### config.mk
export PLATFORM = sky130hd
export DESIGN_NAME = sem_rx_monitor
export DESIGN_NICKNAME = d
export VERILOG_FILES = /design/src/rtl/sem_pkg.sv /design/src/rtl/sem_cnt_if.sv /design/src/rtl/sem_rx_monitor.sv /design/src/rtl/sem_err_counter.sv
export SDC_FILE = /design/constraint.sdc
export NUM_CORES = 1
export LEC_CHECK = 0
export ABC_AREA = 1
export BUFFER_PORTS_ARGS = -buffer_cell sky130_fd_sc_hd__clkbuf_2
export CORE_MARGIN = 2
export CORE_UTILIZATION = 25
export DETAILED_ROUTE_END_ITERATION = 12
export PLACE_DENSITY_LB_ADDON = 0.05
export SKIP_CTS_REPAIR_TIMING = 1
export SLEW_MARGIN = 20
export SYNTH_ARGS = -nofsm -noshare
export SYNTH_HDL_FRONTEND = slang
export SYNTH_SLANG_ARGS = --single-unit
export TNS_END_PERCENT = 10
### constraint.sdc
create_clock -name CLK -period 2.25 [get_ports CLK]
set_clock_uncertainty 0.1 [all_clocks]
set_input_delay 0 -clock CLK [delete_from_list [all_inputs] [get_ports CLK]]
set_output_delay 0 -clock CLK [all_outputs]
set_load 0.01 [all_outputs]
### src/rtl/sem_pkg.sv
// Package: register map, field positions, reset values and states
package sem_pkg;

    // Register offsets on the management port
    localparam logic [7:0] ADDR_ERR_MON_CTRL  = 8'h2D;
    localparam logic [7:0] ADDR_ERR_THR_LOW   = 8'h2E;
    localparam logic [7:0] ADDR_ERR_THR_HIGH  = 8'h2F;
    localparam logic [7:0] ADDR_RATE_STATUS   = 8'h3B;
    localparam logic [7:0] ADDR_LOCK_STATUS   = 8'h3C;
    localparam logic [7:0] ADDR_LINK_LOSS_CNT = 8'h3D;
    localparam logic [7:0] ADDR_DATA_ERR_LOW  = 8'h3E;
    localparam logic [7:0] ADDR_DATA_ERR_HIGH = 8'h3F;

    // Field positions in error_monitor_control
    localparam int BIT_ACCUMULATE    = 4;
    localparam int BIT_CODE_ERR_DIS  = 3;
    localparam int BIT_CLEAR_COUNT   = 2;
    localparam int BIT_COUNT_SELECT  = 1;
    localparam int BIT_NORM_EXIT_DIS = 0;
    localparam logic [7:0] CTRL_WR_MASK = 8'h1F;

    // Field positions in the status registers
    localparam int RATE_LSB         = 4;
    localparam int BIT_CDR_LOCK     = 3;
    localparam int BIT_SIG_DET_LSB  = 1;

    // Reset values
    localparam logic [7:0] RST_ERR_MON_CTRL = 8'h00;
    localparam logic [7:0] RST_ERR_THR_LOW  = 8'h10;
    localparam logic [7:0] RST_ERR_THR_HIGH = 8'h00;
    localparam logic [7:0] RST_EVENT_COUNT  = 8'h00;

    // Recovered rate codes
    localparam logic [2:0] RATE_270M     = 3'h1;
    localparam logic [2:0] RATE_1G485    = 3'h3;
    localparam logic [2:0] RATE_2G97     = 3'h6;
    localparam logic [2:0] RATE_UNLOCKED = 3'h7;

    typedef enum logic [1:0] {
        ST_ACQUIRE,
        ST_NORMAL,
        ST_HALTED
    } sem_state_t;

endpackage

### src/rtl/sem_cnt_if.sv
// Interface: control and result of the data error counter
`timescale 1ns/10ps
interface sem_cnt_if #(parameter int W = 16);
    logic         clr;
    logic         err;
    logic         restart;
    logic         win_tick;
    logic         accum;
    logic         sel;
    logic [W-1:0] shown;

    modport ctl (
        output clr,
        output err,
        output restart,
        output win_tick,
        output accum,
        output sel,
        input  shown
    );
    modport cnt (
        input  clr,
        input  err,
        input  restart,
        input  win_tick,
        input  accum,
        input  sel,
        output shown
    );
endinterface

### src/rtl/sem_rx_monitor.sv
// Receive error monitor and status register block
`timescale 1ns/10ps
module sem_rx_monitor #(
    parameter int CNT_W  = 16,
    parameter int EVT_W  = 8,
    parameter int DATA_W = 5
) (
    input  wire logic              CLK,
    input  wire logic              RST,
    input  wire logic [7:0]        REG_ADDR,
    input  wire logic              REG_WR,
    input  wire logic [7:0]        REG_WDATA,
    input  wire logic              REG_RD,
    output logic      [7:0]        REG_RDATA,
    input  wire logic              CDR_LOCK,
    input  wire logic [2:0]        RATE_CODE,
    input  wire logic [1:0]        SIG_DET,
    input  wire logic              CLK_LOSS,
    input  wire logic              CODE_ERR,
    input  wire logic              DATA_ERR,
    input  wire logic              WINDOW_TICK,
    input  wire logic              EVT_COUNT_EN,
    input  wire logic              EVT_SEL,
    input  wire logic [DATA_W-1:0] RX_DATA,
    input  wire logic              RX_VALID,
    output logic [DATA_W-1:0]      PARALLEL_DATA_OUTPUTS,
    output logic                   PAR_VALID,
    output logic                   LINK_ACQ,
    output logic                   RX_NORMAL
);

    // Asynchronous pins: lock, rate, two signal detects, clock loss
    localparam int SYNC_W = 7;

    // Control registers
    logic [7:0]        ctrl_ff;
    logic [7:0]        thr_low_ff;
    logic [7:0]        thr_high_ff;
    logic [7:0]        nxt_ctrl;
    logic [7:0]        nxt_thr_low;
    logic [7:0]        nxt_thr_high;

    // Synchronisers and derived status
    logic [SYNC_W-1:0] sync1_ff;
    logic [SYNC_W-1:0] sync2_ff;
    logic              lock_s;
    logic [2:0]        rate_s;
    logic [1:0]        sig_det_s;
    logic              clk_loss_s;
    logic              lock_d_ff;
    logic              clk_loss_d_ff;
    logic [2:0]        rate_ff;

    // State and event counters
    sem_pkg::sem_state_t state_ff;
    sem_pkg::sem_state_t nxt_state;
    logic [EVT_W-1:0]  cdr_evt_ff;
    logic [EVT_W-1:0]  data_evt_ff;
    logic [EVT_W-1:0]  nxt_cdr_evt;
    logic [EVT_W-1:0]  nxt_data_evt;

    // Output registers
    logic [7:0]        rdata_ff;
    logic [DATA_W-1:0] pdata_ff;
    logic              pvalid_ff;
    logic              link_ff;
    logic              normal_ff;

    // Decoded controls and events
    logic              wr_ctrl;
    logic              wr_thr_low;
    logic              wr_thr_high;
    logic              wr_evt;
    logic              wr_cnt;
    logic              accum;
    logic              code_dis;
    logic              clr_cnt;
    logic              cnt_sel;
    logic              exit_dis;
    logic              code_err_eff;
    logic [15:0]       threshold;
    logic              over_thr;
    logic              lock_fall;
    logic              clk_loss_rise;
    logic              cdr_event;
    logic              data_event;
    logic              run_start;
    logic              link_good;
    logic [7:0]        rd_mux;

    sem_cnt_if #(.W(CNT_W)) cif ();

    sem_err_counter #(
        .W   (CNT_W)
    ) u_err_counter (
        .clk (CLK),
        .rst (RST),
        .cif (cif.cnt)
    );

    // Address decode shared by write and read paths
    function automatic logic hit(input logic [7:0] a, input logic [7:0] o);
        hit = (a == o);
    endfunction

    // Event counters hold at full scale rather than wrap to zero
    function automatic logic [EVT_W-1:0] evt_inc(input logic [EVT_W-1:0] v,
                                                 input logic            ev);
        evt_inc = (ev && !(&v)) ? v + {{(EVT_W-1){1'b0}}, 1'b1} : v;
    endfunction

    // Register writes
    assign wr_ctrl     = REG_WR && hit(REG_ADDR, sem_pkg::ADDR_ERR_MON_CTRL);
    assign wr_thr_low  = REG_WR && hit(REG_ADDR, sem_pkg::ADDR_ERR_THR_LOW);
    assign wr_thr_high = REG_WR && hit(REG_ADDR, sem_pkg::ADDR_ERR_THR_HIGH);
    assign wr_evt      = REG_WR && hit(REG_ADDR, sem_pkg::ADDR_LINK_LOSS_CNT);
    assign wr_cnt      = REG_WR && (hit(REG_ADDR, sem_pkg::ADDR_DATA_ERR_LOW)
                         || hit(REG_ADDR, sem_pkg::ADDR_DATA_ERR_HIGH));

    assign nxt_ctrl     = wr_ctrl ? (REG_WDATA & sem_pkg::CTRL_WR_MASK)
                                  : ctrl_ff;
    assign nxt_thr_low  = wr_thr_low ? REG_WDATA : thr_low_ff;
    assign nxt_thr_high = wr_thr_high ? REG_WDATA : thr_high_ff;

    // Control fields
    assign accum    = ctrl_ff[sem_pkg::BIT_ACCUMULATE];
    assign code_dis = ctrl_ff[sem_pkg::BIT_CODE_ERR_DIS];
    assign clr_cnt  = ctrl_ff[sem_pkg::BIT_CLEAR_COUNT];
    assign cnt_sel  = ctrl_ff[sem_pkg::BIT_COUNT_SELECT];
    assign exit_dis = ctrl_ff[sem_pkg::BIT_NORM_EXIT_DIS];

    // Synchronised pin levels
    assign lock_s     = sync2_ff[0];
    assign rate_s     = sync2_ff[3:1];
    assign sig_det_s  = sync2_ff[5:4];
    assign clk_loss_s = sync2_ff[6];

    // Masked code violations
    assign code_err_eff = CODE_ERR && !code_dis;

    // Error counter hookup
    assign cif.clr      = clr_cnt || wr_cnt;
    assign cif.err      = DATA_ERR || code_err_eff;
    assign cif.restart  = run_start;
    assign cif.win_tick = WINDOW_TICK;
    assign cif.accum    = accum;
    assign cif.sel      = cnt_sel;

    // Threshold test on the count that is shown
    assign threshold = {thr_high_ff, thr_low_ff};
    assign over_thr  = cif.shown > threshold;

    // Link-loss events
    assign lock_fall     = lock_d_ff && !lock_s;
    assign clk_loss_rise = clk_loss_s && !clk_loss_d_ff;
    assign cdr_event     = lock_fall || clk_loss_rise;
    assign data_event    = (state_ff == sem_pkg::ST_NORMAL)
                           && (nxt_state == sem_pkg::ST_HALTED);
    assign run_start     = (state_ff != sem_pkg::ST_NORMAL)
                           && (nxt_state == sem_pkg::ST_NORMAL);

    // Counting gated by enable; a register write clears the shown counter
    assign nxt_cdr_evt  = (wr_evt && !EVT_SEL) ? '0 :
                          (EVT_COUNT_EN ? evt_inc(cdr_evt_ff, cdr_event)
                                        : cdr_evt_ff);
    assign nxt_data_evt = (wr_evt && EVT_SEL) ? '0 :
                          (EVT_COUNT_EN ? evt_inc(data_evt_ff, data_event)
                                        : data_evt_ff);

    // Receive state machine
    always_comb begin
        nxt_state = state_ff;
        case (state_ff)
            sem_pkg::ST_ACQUIRE: begin
                if (lock_s && !code_err_eff) begin
                    nxt_state = sem_pkg::ST_NORMAL;
                end
            end
            sem_pkg::ST_NORMAL: begin
                if (!lock_s) begin
                    nxt_state = sem_pkg::ST_ACQUIRE;
                end else if (over_thr && !exit_dis) begin
                    nxt_state = sem_pkg::ST_HALTED;
                end
            end
            sem_pkg::ST_HALTED: begin
                // Leave only once lock drops or software sets the clear-count control bit
                if (!lock_s || clr_cnt) begin
                    nxt_state = sem_pkg::ST_ACQUIRE;
                end
            end
            default: begin
                nxt_state = sem_pkg::ST_ACQUIRE;
            end
        endcase
    end

    // Link is good only in normal state, locked, free of live violations
    assign link_good = (state_ff == sem_pkg::ST_NORMAL) && lock_s
                       && !code_err_eff;

    // Read mux; unmapped and reserved bits read zero
    always_comb begin
        rd_mux = 8'h00;
        if (hit(REG_ADDR, sem_pkg::ADDR_ERR_MON_CTRL)) begin
            rd_mux = ctrl_ff;
        end else if (hit(REG_ADDR, sem_pkg::ADDR_ERR_THR_LOW)) begin
            rd_mux = thr_low_ff;
        end else if (hit(REG_ADDR, sem_pkg::ADDR_ERR_THR_HIGH)) begin
            rd_mux = thr_high_ff;
        end else if (hit(REG_ADDR, sem_pkg::ADDR_RATE_STATUS)) begin
            rd_mux[sem_pkg::RATE_LSB +: 3] = rate_ff;
        end else if (hit(REG_ADDR, sem_pkg::ADDR_LOCK_STATUS)) begin
            rd_mux[sem_pkg::BIT_CDR_LOCK] = lock_s;
            rd_mux[sem_pkg::BIT_SIG_DET_LSB +: 2] = sig_det_s;
        end else if (hit(REG_ADDR, sem_pkg::ADDR_LINK_LOSS_CNT)) begin
            rd_mux = EVT_SEL ? data_evt_ff : cdr_evt_ff;
        end else if (hit(REG_ADDR, sem_pkg::ADDR_DATA_ERR_LOW)) begin
            rd_mux = cif.shown[7:0];
        end else if (hit(REG_ADDR, sem_pkg::ADDR_DATA_ERR_HIGH)) begin
            rd_mux = cif.shown[15:8];
        end
    end

    // Pin synchronisers; first stage feeds only the second
    always_ff @(posedge CLK) begin
        if (RST) begin
            sync1_ff <= '0;
            sync2_ff <= '0;
        end else begin
            sync1_ff <= {CLK_LOSS, SIG_DET, RATE_CODE, CDR_LOCK};
            sync2_ff <= sync1_ff;
        end
    end

    always_ff @(posedge CLK) begin
        if (RST) begin
            lock_d_ff     <= 1'b0;
            clk_loss_d_ff <= 1'b0;
            rate_ff       <= sem_pkg::RATE_UNLOCKED;
        end else begin
            lock_d_ff     <= lock_s;
            clk_loss_d_ff <= clk_loss_s;
            rate_ff       <= lock_s ? rate_s : sem_pkg::RATE_UNLOCKED;
        end
    end

    always_ff @(posedge CLK) begin
        if (RST) begin
            ctrl_ff     <= sem_pkg::RST_ERR_MON_CTRL;
            thr_low_ff  <= sem_pkg::RST_ERR_THR_LOW;
            thr_high_ff <= sem_pkg::RST_ERR_THR_HIGH;
            cdr_evt_ff  <= sem_pkg::RST_EVENT_COUNT;
            data_evt_ff <= sem_pkg::RST_EVENT_COUNT;
            state_ff    <= sem_pkg::ST_ACQUIRE;
        end else begin
            ctrl_ff     <= nxt_ctrl;
            thr_low_ff  <= nxt_thr_low;
            thr_high_ff <= nxt_thr_high;
            cdr_evt_ff  <= nxt_cdr_evt;
            data_evt_ff <= nxt_data_evt;
            state_ff    <= nxt_state;
        end
    end

    // Output stage; data is blocked outside normal receive
    always_ff @(posedge CLK) begin
        if (RST) begin
            rdata_ff  <= 8'h00;
            pdata_ff  <= '0;
            pvalid_ff <= 1'b0;
            link_ff   <= 1'b0;
            normal_ff <= 1'b0;
        end else begin
            if (REG_RD) begin
                rdata_ff <= rd_mux;
            end
            pdata_ff  <= (state_ff == sem_pkg::ST_NORMAL) ? RX_DATA : '0;
            pvalid_ff <= (state_ff == sem_pkg::ST_NORMAL) && RX_VALID;
            link_ff   <= link_good;
            normal_ff <= (state_ff == sem_pkg::ST_NORMAL);
        end
    end

    assign REG_RDATA             = rdata_ff;
    assign PARALLEL_DATA_OUTPUTS = pdata_ff;
    assign PAR_VALID             = pvalid_ff;
    assign LINK_ACQ              = link_ff;
    assign RX_NORMAL             = normal_ff;

endmodule

### src/rtl/sem_err_counter.sv
// Data error counter: current run count and timing window count
`timescale 1ns/10ps
module sem_err_counter #(
    parameter int W = 16
) (
    input wire logic clk,
    input wire logic rst,
    sem_cnt_if.cnt   cif
);

    logic [W-1:0] run_ff;
    logic [W-1:0] win_ff;
    logic [W-1:0] held_ff;
    logic [W-1:0] nxt_run;
    logic [W-1:0] nxt_win;

    // Saturate so a long error burst never wraps under the threshold
    function automatic logic [W-1:0] sat_inc(input logic [W-1:0] v);
        sat_inc = (&v) ? v : v + {{(W-1){1'b0}}, 1'b1};
    endfunction

    // New run restarts the count unless accumulation is on
    assign nxt_run = (cif.restart && !cif.accum) ? '0 :
                     cif.err ? sat_inc(run_ff) : run_ff;
    assign nxt_win = cif.err ? sat_inc(win_ff) : win_ff;

    always_ff @(posedge clk) begin
        if (rst || cif.clr) begin
            run_ff  <= '0;
            win_ff  <= '0;
            held_ff <= '0;
        end else begin
            run_ff <= nxt_run;
            if (cif.win_tick) begin
                held_ff <= nxt_win;
                win_ff  <= '0;
            end else begin
                win_ff <= nxt_win;
            end
        end
    end

    assign cif.shown = cif.sel ? held_ff : run_ff;

endmodule

==> flow_metrics.env <==
export IMPL_slew_viol_final=0
export IMPL_hold_class="primary input to flip-flop"
export IMPL_tritoncts="done"
export IMPL_yosys_warnings=0
export IMPL_area_growth_synth_to_final_pct=36.9
export IMPL_vias_per_cell=4.29
export IMPL_start_kind="flip-flop"
export IMPL_hold_worst_slack_ps=-31.0
export IMPL_finalHoldViolations=6
export IMPL_cp_end_kind="flip-flop"
export IMPL_grt_pass1_vias=5392
export IMPL_fp_dieH_um=160
export IMPL_antenna_cells=0
export IMPL_rsz0062_at_grt="yes"
export IMPL_maxCapViolCount=0
export IMPL_drt_pre_antenna_iters=5
export IMPL_core_mm2=0.0241
export IMPL_period_minus_slack_ps=2230
export IMPL_relSlewSlack_pct=57.4
export IMPL_avgSynthCellArea_um2=7.30
export IMPL_port_buffers=53
export IMPL_path_clk_slew_ps=60
export IMPL_final_common_cell="nand2_1"
export IMPL_hpwl_mm=14.9
export IMPL_start_util_pct=25.3
export IMPL_final_cell_mix="nand2_1 (151), dfxtp_1 (121), inv_1 (102)"
export IMPL_required_ps=2490
export IMPL_regArea_mm2=0.00245
export IMPL_switching_share_pct=25.2
export IMPL_status="finished, violations left"
export IMPL_ys_seq_area_share_pct=40.1
export IMPL_syn_cell_area_mm2=0.00609
export IMPL_grt_ovfl_total=0
export IMPL_max_slew_worst_pin_slew_ps=637
export IMPL_track_usage_pct=15.6
export IMPL_fin_crit_sh_pct=99.3
export IMPL_ys_ff_latch=122
export IMPL_numCtsBuffers=17
export IMPL_drc=0
export IMPL_power_leakage_nw=3.50
export IMPL_combPwrFrac_pct=6.0
export IMPL_p_int_mw=3.97
export IMPL_startpoint="ctrl_ff[1]"
export IMPL_routed_wl_mm=19.8
export IMPL_rr_endpoint="data_evt_ff[6]"
export IMPL_crit_end="data_evt_ff[6]"
export IMPL_p_total_mw=5.31
export IMPL_path_max_fanout=8
export IMPL_die_x_um=160
export IMPL_antenna_found_initial=0
export IMPL_grt_pass1_wl_mm=30.6
export IMPL_clkSinkCount=122
export IMPL_power_switching_mw=1.34
export IMPL_clkPwrFrac_pct=52.5
export IMPL_postLayoutCoreUtil_pct=34.6
export IMPL_r2r_start="ctrl_ff[1]"
export IMPL_failed_checks="negative hold slack"
export IMPL_worstSkewPairLatency_ps=420
export IMPL_clock_tree_root_cell="clkbuf_16"
export IMPL_netlist_instances=834
export IMPL_worstSetupPathType="flip-flop to flip-flop"
export IMPL_antenna_left=0
export IMPL_drt_initial_drc_count=248
export IMPL_r2r_slack_ps=20
export IMPL_ys_types=44
export IMPL_worstPathArrival_ps=2480
export IMPL_vias=5629
export IMPL_power_frac_seq_pct=41.5
export IMPL_multi_input_area_mm2=0.00339
export IMPL_htreeDepth=4
export IMPL_wl_per_cell_um=15.1
export IMPL_fin_nets=1034
export IMPL_fillCellCount=2673
export IMPL_ios=54
export IMPL_reg2reg_depth=14
export IMPL_setup_viol_count_final=0
export IMPL_cts_buffer_depth=2
export IMPL_place_congestion=0.774
export IMPL_max_freq_mhz=448
export IMPL_grt_max_degree=29
export IMPL_powerDensity_mw_per_mm2=637
export IMPL_die_area_mm2=0.0256
export IMPL_syn_nets=892
export IMPL_placementRows=57
export IMPL_peakVddDrop_mv=0.394
export IMPL_drive_gt1_share_pct=25.9
[worst min-delay path by stage]
stage | cells past startpoint | slack [ps] | end | from
after global routing | 5 | 4 | cdr_evt_ff[7] | EVT_COUNT_EN
after CTS | 3 | -350 | sync1_ff[5] | SIG_DET[1]
after detailed placement | 3 | 100 | sync1_ff[6] | CLK_LOSS
after floorplan | 2 | 7 | sync1_ff[0] | CDR_LOCK
after global placement | 3 | 100 | sync1_ff[5] | SIG_DET[1]
final | 5 | -30 | cdr_evt_ff[7] | EVT_COUNT_EN
[stage by stage]
| stage | std cells | TNS [ps] | setup WS, ps | instance area, µm² |
|---|---|---|---|---|
| after global routing | 1313 | -812 | -122 | 8340 |
| after detailed placement | 1250 | -3150 | -393 | 7080 |
| after CTS | 1282 | -3180 | -394 | 7670 |
| final | 1313 | 0 | 16.6 | 8340 |
| after global placement | 1250 | -3260 | -402 | 7080 |
| after floorplan | 834 | 0 | 163 | 6090 |
[cells in the mapped netlist, drive strengths merged]
master	n	area share, %
or2	3	0.31
xnor2	5	0.72
o22ai	3	0.31
buf	13	1.7
inv	115	7.1
a31oi	1	0.21
nand3	57	5.1
a21o	1	0.12
mux2i	1	0.16
a21oi	64	5.3
xor2	21	3.1
nor3	21	2.4
nand4	7	0.72
o211ai	4	0.58
nor2	95	6.6
o21bai	3	0.37
nor3b	6	0.90
clkbuf	6	0.37
dfxtp	122	40
a211oi	1	0.12
clkinv	2	0.12
nand2	185	12
o2111ai	3	0.43
nor4	2	0.31
ha	20	4.1
and2	2	0.21
o21ai	71	6.1
[flip-flops by register name, indices dropped and copies added, names as in the netlist, 7 cells and up]
| name | flops |
|---|---|
| u_err_counter.held_ff | 16 |
| data_evt_ff | 8 |
| sync1_ff | 7 |
| REG_RDATA | 8 |
| thr_low_ff | 8 |
| cdr_evt_ff | 8 |
| thr_high_ff | 8 |
| u_err_counter.run_ff | 16 |
| u_err_counter.win_ff | 16 |
| sync2_ff | 7 |
[cell type report]
cell class / instances / share of cell area [%]
Multi-Input combinational cell: 577 / 40.7
Sequential cell: 122 / 29.3
Timing Repair Buffer: 141 / 12.7
Inverter: 117 / 5.33
Clock buffer: 17 / 5.10
Tap cell: 324 / 4.86
Clock inverter: 15 / 2.00
[worst max-delay path, stage by stage, from the launching register on]
cell	delay, ps
dfxtp_4	420
clkbuf_16	180
nand2_1	90
o21ai_4	90
ha_4	230
a21o_1	170
nor2_1	140
nand2_1	70
nand2_1	70
nand2_2	80
nand3_4	120
nand2_8	90
nand2_8	130
nand2_1	70
a21oi_1	120
[power by group through the flow]
| stage | Sequential (mW) | Combinational (mW) | Clock, mW |
|---|---|---|---|
| 5_1_grt | 2.21 | 0.357 | 2.99 |
| 4_1_cts | 2.20 | 0.276 | 2.88 |
| 2_1_floorplan | 2.25 | 0.145 | 0 |
| 3_5_place_dp | 2.25 | 0.275 | 0 |
| 6_report | 2.20 | 0.318 | 2.79 |
| 3_3_place_gp | 2.25 | 0.277 | 0 |
[cell families after synthesis]
| group | synth area share [%] |
|---|---|
| buffers and inverters | 9.37 |
| muxes | 0.164 |
| AOI/OAI and AO/OA | 13.5 |
| xor gates and xnor gates | 3.86 |
| DFF | 40.1 |
| and+or+nand+nor | 28.9 |
| adders and majority gates | 4.11 |
[layer usage]
metal	routed length, µm	vias to the layer above	global-route usage [%]
li1	-	2987	-
met1	9650	2546	20.8
met4	157	0	4.05
met5	0	-	0
met3	555	9	3.04
met2	9420	87	25.7
Note: power is estimated with default switching activity, not from simulation.
